`config.mk`:
```
export PLATFORM = sky130hd
export DESIGN_NAME = gpfm_pin_function_mux
export DESIGN_NICKNAME = d
export VERILOG_FILES = /design/src/common/gpfm_pkg.sv /design/src/common/gpfm_io_if.sv /design/src/hw/gpfm_pin_function_mux.sv /design/src/hw/gpfm_pin_sync.sv /design/src/hw/gpfm_pin_mux.sv
export VERILOG_INCLUDE_DIRS = /design/src /design/src/common
export SDC_FILE = /design/constraint.sdc
export NUM_CORES = 1
export LEC_CHECK = 0
export BUFFER_PORTS_ARGS = -buffer_cell sky130_fd_sc_hd__clkbuf_2
export CAP_MARGIN = 15
export CORE_ASPECT_RATIO = 0.75
export CORE_MARGIN = 2
export CORE_UTILIZATION = 55
export DETAILED_ROUTE_END_ITERATION = 8
export PLACE_DENSITY = 0.91
export REMOVE_ABC_BUFFERS = 1
export SYNTH_ARGS = -nofsm -noshare
export SYNTH_HDL_FRONTEND = slang
export SYNTH_SLANG_ARGS = --single-unit
```
`constraint.sdc`:
```
create_clock -name pclk -period 1.9 [get_ports pclk]
set_clock_uncertainty 0.05 [all_clocks]
set_input_delay 0.095 -clock pclk [delete_from_list [all_inputs] [get_ports pclk]]
set_output_delay 0.095 -clock pclk [all_outputs]
set_load 0.05 [all_outputs]
```
`src/common/gpfm_cfg.svh`:
```
// Purpose: Register offsets, field positions and reset values
// Assumes: 32-bit APB words, one register per aligned word
// Notes:   Included by bare name
`ifndef GPFM_CFG_SVH
`define GPFM_CFG_SVH
// ==========================================
// Register offsets
`define GPFM_OFF_CFG_A 12'h000
`define GPFM_OFF_CFG_B 12'h004
`define GPFM_OFF_STATE 12'h008
`define GPFM_OFF_CTRL  12'h00C
`define GPFM_OFF_ISTAT 12'h010
`define GPFM_OFF_IMASK 12'h014
// ==========================================
// Field positions
`define GPFM_SEL_W     3
`define GPFM_CFGA_PINS 5
`define GPFM_EDGE_LO   12
`define GPFM_EDGE_HI   14
`define GPFM_LATCH     8
`define GPFM_FREQ      0
`define GPFM_SQL       1
// ==========================================
// Reset values
`define GPFM_RST_CFG_A 15'h0000
`define GPFM_RST_CFG_B 16'h0000
`define GPFM_RST_CTRL  2'h0
`define GPFM_RST_IMASK 7'h00
// ==========================================
// Timing counts
`define GPFM_WARM_EDGES 3'h5
`endif

```
`src/common/gpfm_pkg.sv`:
```
// Purpose: Shared types of the pin function block
// Assumes: Nothing beyond the cfg header
// Notes:   Pin index 0 aux_out_a, 1 aux_out_b, 2..8 gen_pin_1..7
package gpfm_pkg;
  typedef enum logic [2:0] {
    GPFM_SEL_HIZ  = 3'h0,
    GPFM_SEL_LOW  = 3'h1,
    GPFM_SEL_HIGH = 3'h2,
    GPFM_SEL_ALT3 = 3'h3,
    GPFM_SEL_REF  = 3'h4,
    GPFM_SEL_REC  = 3'h5,
    GPFM_SEL_ALT6 = 3'h6,
    GPFM_SEL_ALT7 = 3'h7
  } gpfm_sel_t;
  typedef enum logic [1:0] {
    GPFM_EDGE_NONE = 2'h0,
    GPFM_EDGE_RISE = 2'h1,
    GPFM_EDGE_FALL = 2'h2,
    GPFM_EDGE_BOTH = 2'h3
  } gpfm_edge_t;
  typedef struct packed {
    logic [14:0] cfg_a;
    logic [15:0] cfg_b;
    logic [1:0]  ctrl;
    logic [6:0]  prev;
    logic [6:0]  latch;
    logic [6:0]  istat;
    logic [6:0]  imask;
    logic [2:0]  warm;
    logic [31:0] prdata;
  } gpfm_core_t;
  typedef struct packed {
    logic [6:0] s1;
    logic [6:0] s2;
    logic [6:0] s3;
    logic [6:0] stable;
  } gpfm_sync_t;
endpackage

```
`src/common/gpfm_io_if.sv`:
```
// Purpose: Carrier between the core, the pin mux and the synchroniser
// Assumes: One clock domain
// Notes:   sel index follows pin index of the package
`timescale 1ns/10ps
interface gpfm_io_if (
  input wire logic pclk,
  input wire logic presetn
);
  gpfm_pkg::gpfm_sel_t [8:0] sel;
  logic       freq_sel;
  logic       squelch_en;
  logic       irq;
  logic       narrow;
  logic       ref_clk;
  logic       rec25;
  logic       rec125;
  logic       link_up;
  logic       crs;
  logic       te_clk;
  logic       ev1;
  logic       ev2;
  logic       alos;
  logic       rlos;
  logic       rlol;
  logic       link_lat;
  logic [8:0] pin_out;
  logic [8:0] pin_oe;
  logic [6:0] raw_in;
  logic [6:0] live_in;
  modport core (input pclk, presetn, pin_out, pin_oe, live_in,
                output sel, freq_sel, squelch_en, irq, narrow, ref_clk, rec25, rec125,
                link_up, crs, te_clk, ev1, ev2, alos, rlos, rlol, link_lat, raw_in);
  modport mux  (input pclk, presetn, sel, freq_sel, squelch_en, irq, narrow, ref_clk, rec25,
                rec125, link_up, crs, te_clk, ev1, ev2, alos, rlos, rlol, link_lat,
                output pin_out, pin_oe);
  modport sync (input pclk, presetn, raw_in, output live_in);
endinterface

```
`src/hw/gpfm_pin_function_mux.sv`:
```
// Purpose: Pin function logic with APB registers and edge interrupt
// Assumes: pclk 10 MHz, presetn asynchronous active low
// Notes:   Zero-wait APB slave; routed clocks leave combinationally
`timescale 1ns/10ps
`include "gpfm_cfg.svh"

// Overview of operation
// Two output pins and seven two-way pins drive low, high or float.
// Each pin takes its function from a three-bit select field.
// A floating two-way pin reads back its live level in the state register.
// Each two-way pin has a latched bit set by the selected edge.
// Pins four to seven work only in narrow parallel interface modes.
// Codes 000, 001, 010 float, drive low, drive high.
// Code 011 on group A gives active-low interrupt; two-way pins open-drain.
// Code 100 routes the reference PLL clock.
// Code 101 on group A routes unsquelched recovered clock at chosen rate.
// Code 110 on group A routes live link status.
// Code 111 on group A routes event generator one.
// Code 011 on other pins routes the time engine clock.
// Code 101 on other pins routes recovered clock, squelch applied.
// Code 110 on output B and pin two routes carrier sense.
// Code 111 on output B and pin two routes event generator two.
// Codes 110 and 111 on pins four to seven route events one, two.
// Squelch holds clock low on any loss flag or latched link down.
// Squelch lasts until every latched loss flag has cleared.
// Pin inputs are synchronised before live state and edge detection.
module gpfm_pin_function_mux (
  // Clock and reset
  input  wire logic        pclk,
  input  wire logic        presetn,
  // APB slave
  input  wire logic        psel,
  input  wire logic        penable,
  input  wire logic        pwrite,
  input  wire logic [11:0] paddr,
  input  wire logic [31:0] pwdata,
  output logic      [31:0] prdata,
  output logic             pready,
  output logic             pslverr,
  // Output-only pins
  output logic             aux_out_a_o,
  output logic             aux_out_a_oe,
  output logic             aux_out_b_o,
  output logic             aux_out_b_oe,
  // Two-way pins, bit k is gen_pin_(k+1)
  input  wire logic [6:0]  gen_pin_i,
  output logic      [6:0]  gen_pin_o,
  output logic      [6:0]  gen_pin_oe,
  // Routed sources
  input  wire logic        ref_pll_clk_125,
  input  wire logic        recovered_clk_25,
  input  wire logic        recovered_clk_125,
  input  wire logic        link_up,
  input  wire logic        carrier_sense,
  input  wire logic        time_engine_clock_out,
  input  wire logic        event_gen_out_1,
  input  wire logic        event_gen_out_2,
  // Latched squelch flags
  input  wire logic        analog_signal_loss_flag,
  input  wire logic        cdr_signal_loss_flag,
  input  wire logic        cdr_lock_loss_flag,
  input  wire logic        link_state_latched,
  // Parallel interface in MII or RGMII
  input  wire logic        narrow_mii_mode,
  // Interrupt
  output logic             irq
);
  import gpfm_pkg::*;

  // ==========================================
  // Declarations
  gpfm_core_t st_reg;
  gpfm_core_t st_next;
  logic        access;
  logic        wr;
  logic        rd;
  logic        setup_rd;
  logic [6:0]  usable;
  logic [6:0]  live_vis;
  logic [6:0]  hits;
  logic        warm_ok;
  logic [31:0] rdata;
  gpfm_edge_t  edge_lo;
  gpfm_edge_t  edge_hi;

  gpfm_io_if io (
    .pclk    (pclk),
    .presetn (presetn)
  );

  // ==========================================
  // Functions
  function automatic logic mapped(input logic [11:0] a);
    case (a)
      `GPFM_OFF_CFG_A, `GPFM_OFF_CFG_B, `GPFM_OFF_STATE,
      `GPFM_OFF_CTRL, `GPFM_OFF_ISTAT, `GPFM_OFF_IMASK: mapped = 1'b1;
      default: mapped = 1'b0;
    endcase
  endfunction

  function automatic logic edge_hit(input gpfm_edge_t es, input logic cur, input logic prv);
    case (es)
      GPFM_EDGE_RISE: edge_hit = cur & ~prv;
      GPFM_EDGE_FALL: edge_hit = ~cur & prv;
      GPFM_EDGE_BOTH: edge_hit = cur ^ prv;
      default:        edge_hit = 1'b0;
    endcase
  endfunction

  // ==========================================
  // Submodules
  gpfm_pin_sync u_sync (
    .io (io.sync)
  );

  gpfm_pin_mux u_mux (
    .io (io.mux)
  );

  // ==========================================
  // Carrier hookup
  always_comb begin
    for (int i = 0; i < `GPFM_CFGA_PINS; i++) begin
      io.sel[i] = gpfm_sel_t'(st_reg.cfg_a[`GPFM_SEL_W*i +: `GPFM_SEL_W]);
    end
    for (int i = 0; i < 4; i++) begin
      io.sel[i+5] = gpfm_sel_t'(st_reg.cfg_b[`GPFM_SEL_W*i +: `GPFM_SEL_W]);
    end
  end

  assign io.freq_sel   = st_reg.ctrl[`GPFM_FREQ];
  assign io.squelch_en = st_reg.ctrl[`GPFM_SQL];
  assign io.irq        = irq;
  assign io.narrow     = narrow_mii_mode;
  assign io.ref_clk    = ref_pll_clk_125;
  assign io.rec25      = recovered_clk_25;
  assign io.rec125     = recovered_clk_125;
  assign io.link_up    = link_up;
  assign io.crs        = carrier_sense;
  assign io.te_clk     = time_engine_clock_out;
  assign io.ev1        = event_gen_out_1;
  assign io.ev2        = event_gen_out_2;
  assign io.alos       = analog_signal_loss_flag;
  assign io.rlos       = cdr_signal_loss_flag;
  assign io.rlol       = cdr_lock_loss_flag;
  assign io.link_lat   = link_state_latched;
  assign io.raw_in     = gen_pin_i;

  // ==========================================
  // Pin outputs
  assign aux_out_a_o  = io.pin_out[0];
  assign aux_out_a_oe = io.pin_oe[0];
  assign aux_out_b_o  = io.pin_out[1];
  assign aux_out_b_oe = io.pin_oe[1];
  assign gen_pin_o    = io.pin_out[8:2];
  assign gen_pin_oe   = io.pin_oe[8:2];

  // ==========================================
  // Bus decode
  assign access   = psel & penable;
  assign wr       = access & pwrite;
  assign rd       = access & ~pwrite;
  assign setup_rd = psel & ~penable & ~pwrite;
  assign pready   = 1'b1;
  assign pslverr  = access & ~mapped(paddr);
  assign prdata   = st_reg.prdata;

  // ==========================================
  // Input state and edges
  assign usable   = {{4{narrow_mii_mode}}, 3'h7};
  assign live_vis = io.live_in & usable;
  assign edge_lo  = gpfm_edge_t'(st_reg.cfg_b[`GPFM_EDGE_LO +: 2]);
  assign edge_hi  = gpfm_edge_t'(st_reg.cfg_b[`GPFM_EDGE_HI +: 2]);
  // Synchroniser starts at 0 while pins idle high; that first step is no edge
  assign warm_ok  = (st_reg.warm == `GPFM_WARM_EDGES);

  always_comb begin
    for (int i = 0; i < 7; i++) begin
      hits[i] = warm_ok & edge_hit((i < 3) ? edge_lo : edge_hi, live_vis[i], st_reg.prev[i]);
    end
  end

  // ==========================================
  // Read mux
  always_comb begin
    rdata = 32'h0000_0000;
    case (paddr)
      `GPFM_OFF_CFG_A: rdata[14:0] = st_reg.cfg_a;
      `GPFM_OFF_CFG_B: rdata[15:0] = st_reg.cfg_b;
      `GPFM_OFF_STATE: begin
        rdata[6:0]                = live_vis;
        rdata[`GPFM_LATCH +: 7]   = st_reg.latch;
      end
      `GPFM_OFF_CTRL:  rdata[1:0]  = st_reg.ctrl;
      `GPFM_OFF_ISTAT: rdata[6:0]  = st_reg.istat;
      `GPFM_OFF_IMASK: rdata[6:0]  = st_reg.imask;
      default:         rdata       = 32'h0000_0000;
    endcase
  end

  // ==========================================
  // Next state
  always_comb begin
    st_next      = st_reg;
    st_next.prev = live_vis;
    if (!warm_ok) begin
      st_next.warm = st_reg.warm + 3'h1;
    end
    if (setup_rd) begin
      st_next.prdata = rdata;
    end
    // Only bits already reported are cleared; new edges win
    if (rd && paddr == `GPFM_OFF_STATE) begin
      st_next.latch = st_reg.latch & ~st_reg.prdata[`GPFM_LATCH +: 7];
    end
    if (rd && paddr == `GPFM_OFF_ISTAT) begin
      st_next.istat = st_reg.istat & ~st_reg.prdata[6:0];
    end
    st_next.latch = st_next.latch | hits;
    st_next.istat = st_next.istat | hits;
    if (wr) begin
      case (paddr)
        `GPFM_OFF_CFG_A: st_next.cfg_a = pwdata[14:0];
        `GPFM_OFF_CFG_B: st_next.cfg_b = pwdata[15:0];
        `GPFM_OFF_CTRL:  st_next.ctrl  = pwdata[1:0];
        `GPFM_OFF_IMASK: st_next.imask = pwdata[6:0];
        default:         st_next.ctrl  = st_next.ctrl;
      endcase
    end
  end

  always_ff @(posedge pclk or negedge presetn) begin
    if (!presetn) begin
      st_reg        <= '0;
      st_reg.cfg_a  <= `GPFM_RST_CFG_A;
      st_reg.cfg_b  <= `GPFM_RST_CFG_B;
      st_reg.ctrl   <= `GPFM_RST_CTRL;
      st_reg.imask  <= `GPFM_RST_IMASK;
    end else begin
      st_reg <= st_next;
    end
  end

  assign irq = |(st_reg.istat & st_reg.imask);
endmodule

```
`src/hw/gpfm_pin_sync.sv`:
```
// Purpose: Three-stage synchroniser for the seven pin inputs
// Assumes: Pins are asynchronous to pclk
// Notes:   A change counts once stages two and three agree
`timescale 1ns/10ps
module gpfm_pin_sync (
  gpfm_io_if.sync io
);
  import gpfm_pkg::*;
  gpfm_sync_t st_reg;
  gpfm_sync_t st_next;

  always_comb begin
    st_next        = st_reg;
    st_next.s1     = io.raw_in;
    st_next.s2     = st_reg.s1;
    st_next.s3     = st_reg.s2;
    st_next.stable = ((st_reg.s2 ~^ st_reg.s3) & st_reg.s3)
                   | ((st_reg.s2 ^ st_reg.s3) & st_reg.stable);
  end

  always_ff @(posedge io.pclk or negedge io.presetn) begin
    if (!io.presetn) begin
      st_reg <= '0;
    end else begin
      st_reg <= st_next;
    end
  end

  assign io.live_in = st_reg.stable;
endmodule

```
`src/hw/gpfm_pin_mux.sv`:
```
// Purpose: Per-pin function select to drive value and enable
// Assumes: Routed clocks pass combinationally from registered selects
// Notes:   Output enable high while the pin is driven
`timescale 1ns/10ps
module gpfm_pin_mux (
  gpfm_io_if.mux io
);
  import gpfm_pkg::*;
  logic rec_clk;
  logic squelch;
  logic rec_sq;
  logic [8:0] oe_c;
  logic [8:0] out_c;

  // Returns {oe, out}
  function automatic logic [1:0] drive(input gpfm_sel_t sel, input logic a3, input logic rec,
                                       input logic a6, input logic a7, input logic od);
    case (sel)
      GPFM_SEL_HIZ:  drive = 2'h0;
      GPFM_SEL_LOW:  drive = 2'h2;
      GPFM_SEL_HIGH: drive = 2'h3;
      GPFM_SEL_ALT3: drive = od ? {~a3, 1'b0} : {1'b1, a3};
      GPFM_SEL_REF:  drive = {1'b1, io.ref_clk};
      GPFM_SEL_REC:  drive = {1'b1, rec};
      GPFM_SEL_ALT6: drive = {1'b1, a6};
      GPFM_SEL_ALT7: drive = {1'b1, a7};
      default:       drive = 2'h0;
    endcase
  endfunction

  assign rec_clk = io.freq_sel ? io.rec125 : io.rec25;
  // Latched flags keep it low until all clear
  assign squelch = io.squelch_en & (io.alos | io.rlos | io.rlol | ~io.link_lat);
  assign rec_sq  = rec_clk & ~squelch;

  always_comb begin
    {oe_c[0], out_c[0]} = drive(io.sel[0], ~io.irq, rec_clk, io.link_up, io.ev1, 1'b0);
    {oe_c[1], out_c[1]} = drive(io.sel[1], io.te_clk, rec_sq, io.crs, io.ev2, 1'b0);
    {oe_c[2], out_c[2]} = drive(io.sel[2], ~io.irq, rec_clk, io.link_up, io.ev1, 1'b1);
    {oe_c[3], out_c[3]} = drive(io.sel[3], io.te_clk, rec_sq, io.crs, io.ev2, 1'b0);
    {oe_c[4], out_c[4]} = drive(io.sel[4], ~io.irq, rec_clk, io.link_up, io.ev1, 1'b1);
    for (int i = 5; i < 9; i++) begin
      {oe_c[i], out_c[i]} = drive(io.sel[i], io.te_clk, rec_sq, io.ev1, io.ev2, 1'b0);
      oe_c[i] = oe_c[i] & io.narrow;
    end
  end

  assign io.pin_out = out_c;
  assign io.pin_oe  = oe_c;
endmodule

```
Yosys cells after proc, flatten, opt, wreduce, memory -nomap -nowiden
Index checks and enable logic that the tools add are counted.

word-level totals
  bits in registers = 108
  bits of input ports = 69
  logic and storage cells = 208

operators by class
  $add $sub $neg = 1
  equal/unequal tests = 75
  mux-type cells = 25
  bitwise logic cells = 76
  reductions and logical operators = 18

operators with widths
  kind                                                  number
  one-hot mux 2 bit (8 select lines)                    9
  equality test 3 bit, second input constant            37
  equality test 3 x 2 -> 1 bit, second input constant   18
  AND 7 bit                                             6
  AND 1 bit                                             33
  equality test 3 x 1 -> 1 bit, second input constant   9
  logical NOT 3 bit                                     9
  one-hot mux 5 bit (5 select lines)                    1
  equality test 12 x 4 -> 1 bit, second input constant  2
  equality test 12 x 5 -> 1 bit, second input constant  2
  OR 7 bit                                              3
  one-hot mux 1 bit (3 select lines)                    7
  one-hot mux 7 bit (3 select lines)                    1
  NOT 1 bit                                             20
  2-to-1 mux 7 bit                                      2
  NOT 7 bit                                             2
  equality test 12 x 3 -> 1 bit, second input constant  1
  logical NOT 12 bit                                    1
  one-hot mux 2 bit (6 select lines)                    1
  equality test 2 bit, second input constant            4
  AND reduction 2 bit                                   4
  OR reduction 7 bit                                    1
  bitwise XNOR 7 bit                                    1
  XOR 1 bit                                             7
  8 further kinds                                       14

Depth between registers and ports, before layout
  word-level depth = 8
  mapped depth = 8

By module
Synthesis repeated with hierarchy kept, for this count alone.

unflattened totals
  cells, all modules = 556
  area, all modules = 5843.1 um^2

by module, submodules not included
  module                 instances  cells an instance  area each (um^2)  seq. area each (um^2)
  gpfm_pin_function_mux  1          411                4372.9            2001.9
  gpfm_pin_sync          1          49                 893.4             700.7
  gpfm_pin_mux           1          96                 576.8             0.0

Least setup slack after synthesis
Ideal clock, no wire load.

  path type = input to output
  start point = input cdr_signal_loss_flag
  end point = output gen_pin_o[5]
  arrival time = 2431 ps
  setup slack = -676 ps
  cell stages on the path = 4
  path buffers = 0
  cells stage by stage = or4b_2 > a21oi_1 > a311oi_1 > a311oi_1

on the way
  word-level cells in the longest chain between the ends = 7

RTL lines
  what                                line                         source
  start: declaration                  gpfm_pin_function_mux.sv:60  input wire logic cdr_signal_loss_flag,
  OR 1 bit (3 in series)              gpfm_pin_mux.sv:33           assign squelch = io.squelch_en & (io.alos | io.rlos | io.rlol | ~io.link_lat);
  AND 1 bit                           gpfm_pin_mux.sv:33
  NOT 1 bit                           gpfm_pin_mux.sv:34           assign rec_sq = rec_clk & ~squelch;
  AND 1 bit                           gpfm_pin_mux.sv:34
  one-hot mux 2 bit (8 select lines)  gpfm_pin_mux.sv:18           case (sel)
  end: declaration                    gpfm_pin_function_mux.sv:47  output logic [6:0] gen_pin_o,

No other way between the ends.

Worst setup path in the final report
  start point = register st_reg[38] in the netlist's numbering
  end point = output gen_pin_oe[2]

on the way
  word-level cells in the longest chain between the ends = 3

RTL lines
  what                                line                          source
  start: declaration                  gpfm_pin_function_mux.sv:72   gpfm_core_t st_reg;
  start signal: assignment            gpfm_pin_function_mux.sv:240  st_reg <= st_next;
  AND 7 bit                           gpfm_pin_function_mux.sv:244  assign irq = |(st_reg.istat & st_reg.imask);
  OR reduction 7 bit                  gpfm_pin_function_mux.sv:244
  one-hot mux 2 bit (8 select lines)  gpfm_pin_mux.sv:18
  end: declaration                    gpfm_pin_function_mux.sv:48   output logic [6:0] gen_pin_oe,

No other way between the ends.

==> impl_metrics.csv <==
group,metric,value,unit
global_routing,grt-ovfl-total,0,
finish,layout_common_cells,"106 x dfrtp_1, 75 x clkbuf_2, 44 x nand2_1, 44 x buf_4, 40 x mux2_2",
finish,multi_input_area,2710,um2
logic_synthesis,synth-edff-count,0,
worst_hold_path,hold_path.class,"primary input to register",
logic_synthesis,yosysSeqAreaShare,0.472,
setup_path,critPathLaunchType,"register",
setup_path,crit_start,"st_reg[38]",
cts,worstSkewPairLatency,0.36,ns
job,drv_cap,0,
detailed_routing,wirelength,16100,um
logic_synthesis,synth_top_family_by_area,"compound AO/OA/AOI/OAI gates",
floorplan,die_y,92.3,um
setup_path,critPathKind,"register to primary output",
detailed_routing,via_count,4826,
detailed_routing,drtIter0Drc,458,
placement,dp.cells,749,
floorplan,initial_utilization,0.560,
cts,tritoncts,"done",
global_routing,grt_pass1_wl,24900,um
floorplan,die_x,122,um
cts,cts_num_sinks,108,
power,p_leak,0.00365,uW
logic_synthesis,syn_inst,528,
power,ir_drop,423,uV
worst_hold_path,min_from,"pwdata[1]",
finish,layout.nets,746,
timing,period_share,1.17,
timing,worst_slack,-0.316,ns
power,power_density,671,nW/um2
finish,final_common_cell,"dfrtp_1",
floorplan,rows,32,
finish,final_cells,795,
worst_hold_path,whs_endpoint,"io.sel[1]",
setup_path,reg2reg_depth,6,
detailed_routing,ant_nets,0,
finish,drive_above_1_share,0.349,
status,status,"finished with violations",
floorplan,dieArea,11200,um2
timing,timing.slew.headroom,0.633,
cts,cts_root_buffer,"clkbuf_16",
finish,largest_reg_flops,31,
setup_path,r2r_setup_slack,0.26,ns
cts,htree_levels,3,
timing,slew_viol_final,0,
detailed_routing,wire_per_inst,20.3,um
placement,placed_area,6460,um2
finish,antenna_cells,0,
status,violations,"negative setup slack",
logic_synthesis,yosys_warnings,0,
timing,rsz0062_at_grt,"yes",
finish,final_util,0.704,
setup_path,cp-end-kind,"primary output",
setup_path,cp.required,1.75,ns
placement,place_congestion,0.898,
logic_synthesis,synthMuxAreaShare,0.131,
logic_synthesis,syn_area,5720,um2
timing,max_clock_freq,0.451,GHz
cts,cts_buffer_depth,2,
timing,tightest_slew,0.551,ns
finish,fillCellCount,724,
power,p_total,4830,uW
cts,clk_pin_slew,0.08,ns
logic_synthesis,async_reset_ff_frac,1.00,
placement,port_buffers,88,
setup_path,cp.arrival,2.07,ns
logic_synthesis,synthFlopType,"dfrtp_1",
detailed_routing,viasPerCell,6.07,
setup_path,r2r-start,"st_reg[33]",
logic_synthesis,synth_compound_area_frac,0.132,
timing,min_period,2.22,ns
detailed_routing,drc,0,
global_routing,grt_pass1_vias,4814,
placement,dpl.hpwl,11400,um
logic_synthesis,synth-simple-area-share,0.132,
cts,cts_buffers,9,
timing,hold_viol_final,0,
logic_synthesis,avgSynthCellArea,10.8,um2
floorplan,io_pins,122,
global_routing,antenna_found_initial,0,
finish,seqCellArea,2710,um2
timing,finalSetupViolations,10,
worst_hold_path,min_path_cells,2,
setup_path,timing.rr.end,"st_reg[52]",
logic_synthesis,ys_types,63,
finish,syn_to_final_growth,25.7,%
logic_synthesis,ys_ff_latch,108,
logic_synthesis,synthAdderAreaFrac,0.0503,
logic_synthesis,synth_xor_area_frac,0.00153,
global_routing,grt_max_degree,41,
global_routing,track_usage,0.292,
timing,tns,-1.86,ns
setup_path,critPathMaxFanout,3,
finish,postLayoutCellArea,7190,um2
floorplan,core,10200,um2
detailed_routing,dr.pass1.iters,6,
-- cell families after synthesis --
family,count (synthesis)
compound gates,108
other cells,2
buf+inv,82
flops,108
xor+xnor,1
mux,65
fa+ha+maj,23
simple gates,139
-- repair_timing --
item / 4_1_cts / 5_1_grt
pin swaps: 7 / 3
buffers inserted: 4 / 4
endpoints found under the hold margin: 81 / 0
gates cloned: 0 / 0
hold buffers: 23 / 0
resized for setup: 20 / 18
endpoints found under the setup margin: 11 / 12
-- power by group --
part / total (uW) / internal, uW / switching [uW]
clock network: 1840 / 925 / 915
registers: 2420 / 2370 / 54.1
logic: 564 / 196 / 369
-- Yosys cell counts, types with 6 or more instances --
master,instances,share of area
a211oi_1,6,0.0079
mux2_4,10,0.026
nor2_1,18,0.012
dfrtp_1,108,0.47
inv_1,25,0.016
a311oi_1,7,0.011
clkbuf_1,19,0.012
a21o_1,23,0.030
o21ai_0,21,0.018
nand2_1,44,0.029
a21oi_1,15,0.013
mux2_2,40,0.079
ha_1,23,0.050
a22oi_1,9,0.012
mux2i_1,15,0.026
buf_4,33,0.043
nand3_1,30,0.026
-- how the worst max path moves through the flow --
stage / slack [ns] / to / cells past startpoint
6_report: -0.32 / gen_pin_oe[2] / 5
5_1_grt: -0.30 / gen_pin_oe[2] / 5
4_1_cts: -0.23 / aux_out_a_o / 6
3_5_place_dp: -0.12 / gen_pin_o[1] / 8
3_3_place_gp: -0.04 / prdata[1] / 9
2_1_floorplan: -0.68 / gen_pin_o[5] / 4
-- final cells by class --
type	instances	area share
timing repair buffer	157	0.169
tap	136	0.0237
multi-input combinational	353	0.378
sequential	108	0.376
clock buffer	9	0.0313
clock inverter	7	0.00905
inverter	25	0.0131
-- worst max-delay path: stages (launching register included) --
cell      delay, ns
dfrtp_1        0.39
a222oi_1       0.55
and3_1         0.31
and3_1         0.18
o21bai_1       0.10
clkbuf_8       0.19
-- per-stage QoR --
step | hold slack [ns] | worst slack, ns
final | 0.0125 | -0.316
after global routing | 0.00190 | -0.303
after CTS | 0.00303 | -0.232
after detailed placement | 0.0648 | -0.116
after global placement | 0.0480 | -0.0381
after floorplan | -0.251 | -0.676
-- routing by layer --
metal  vias to the layer above  wire [um]  track usage
li1                       2098          -            -
met1                      2368       6440        0.389
met2                       297       7560        0.468
met3                        63       1630       0.0733
met4                         0        510       0.0996
met5                         -          0            0
Note: power is estimated with default switching activity, not from simulation.
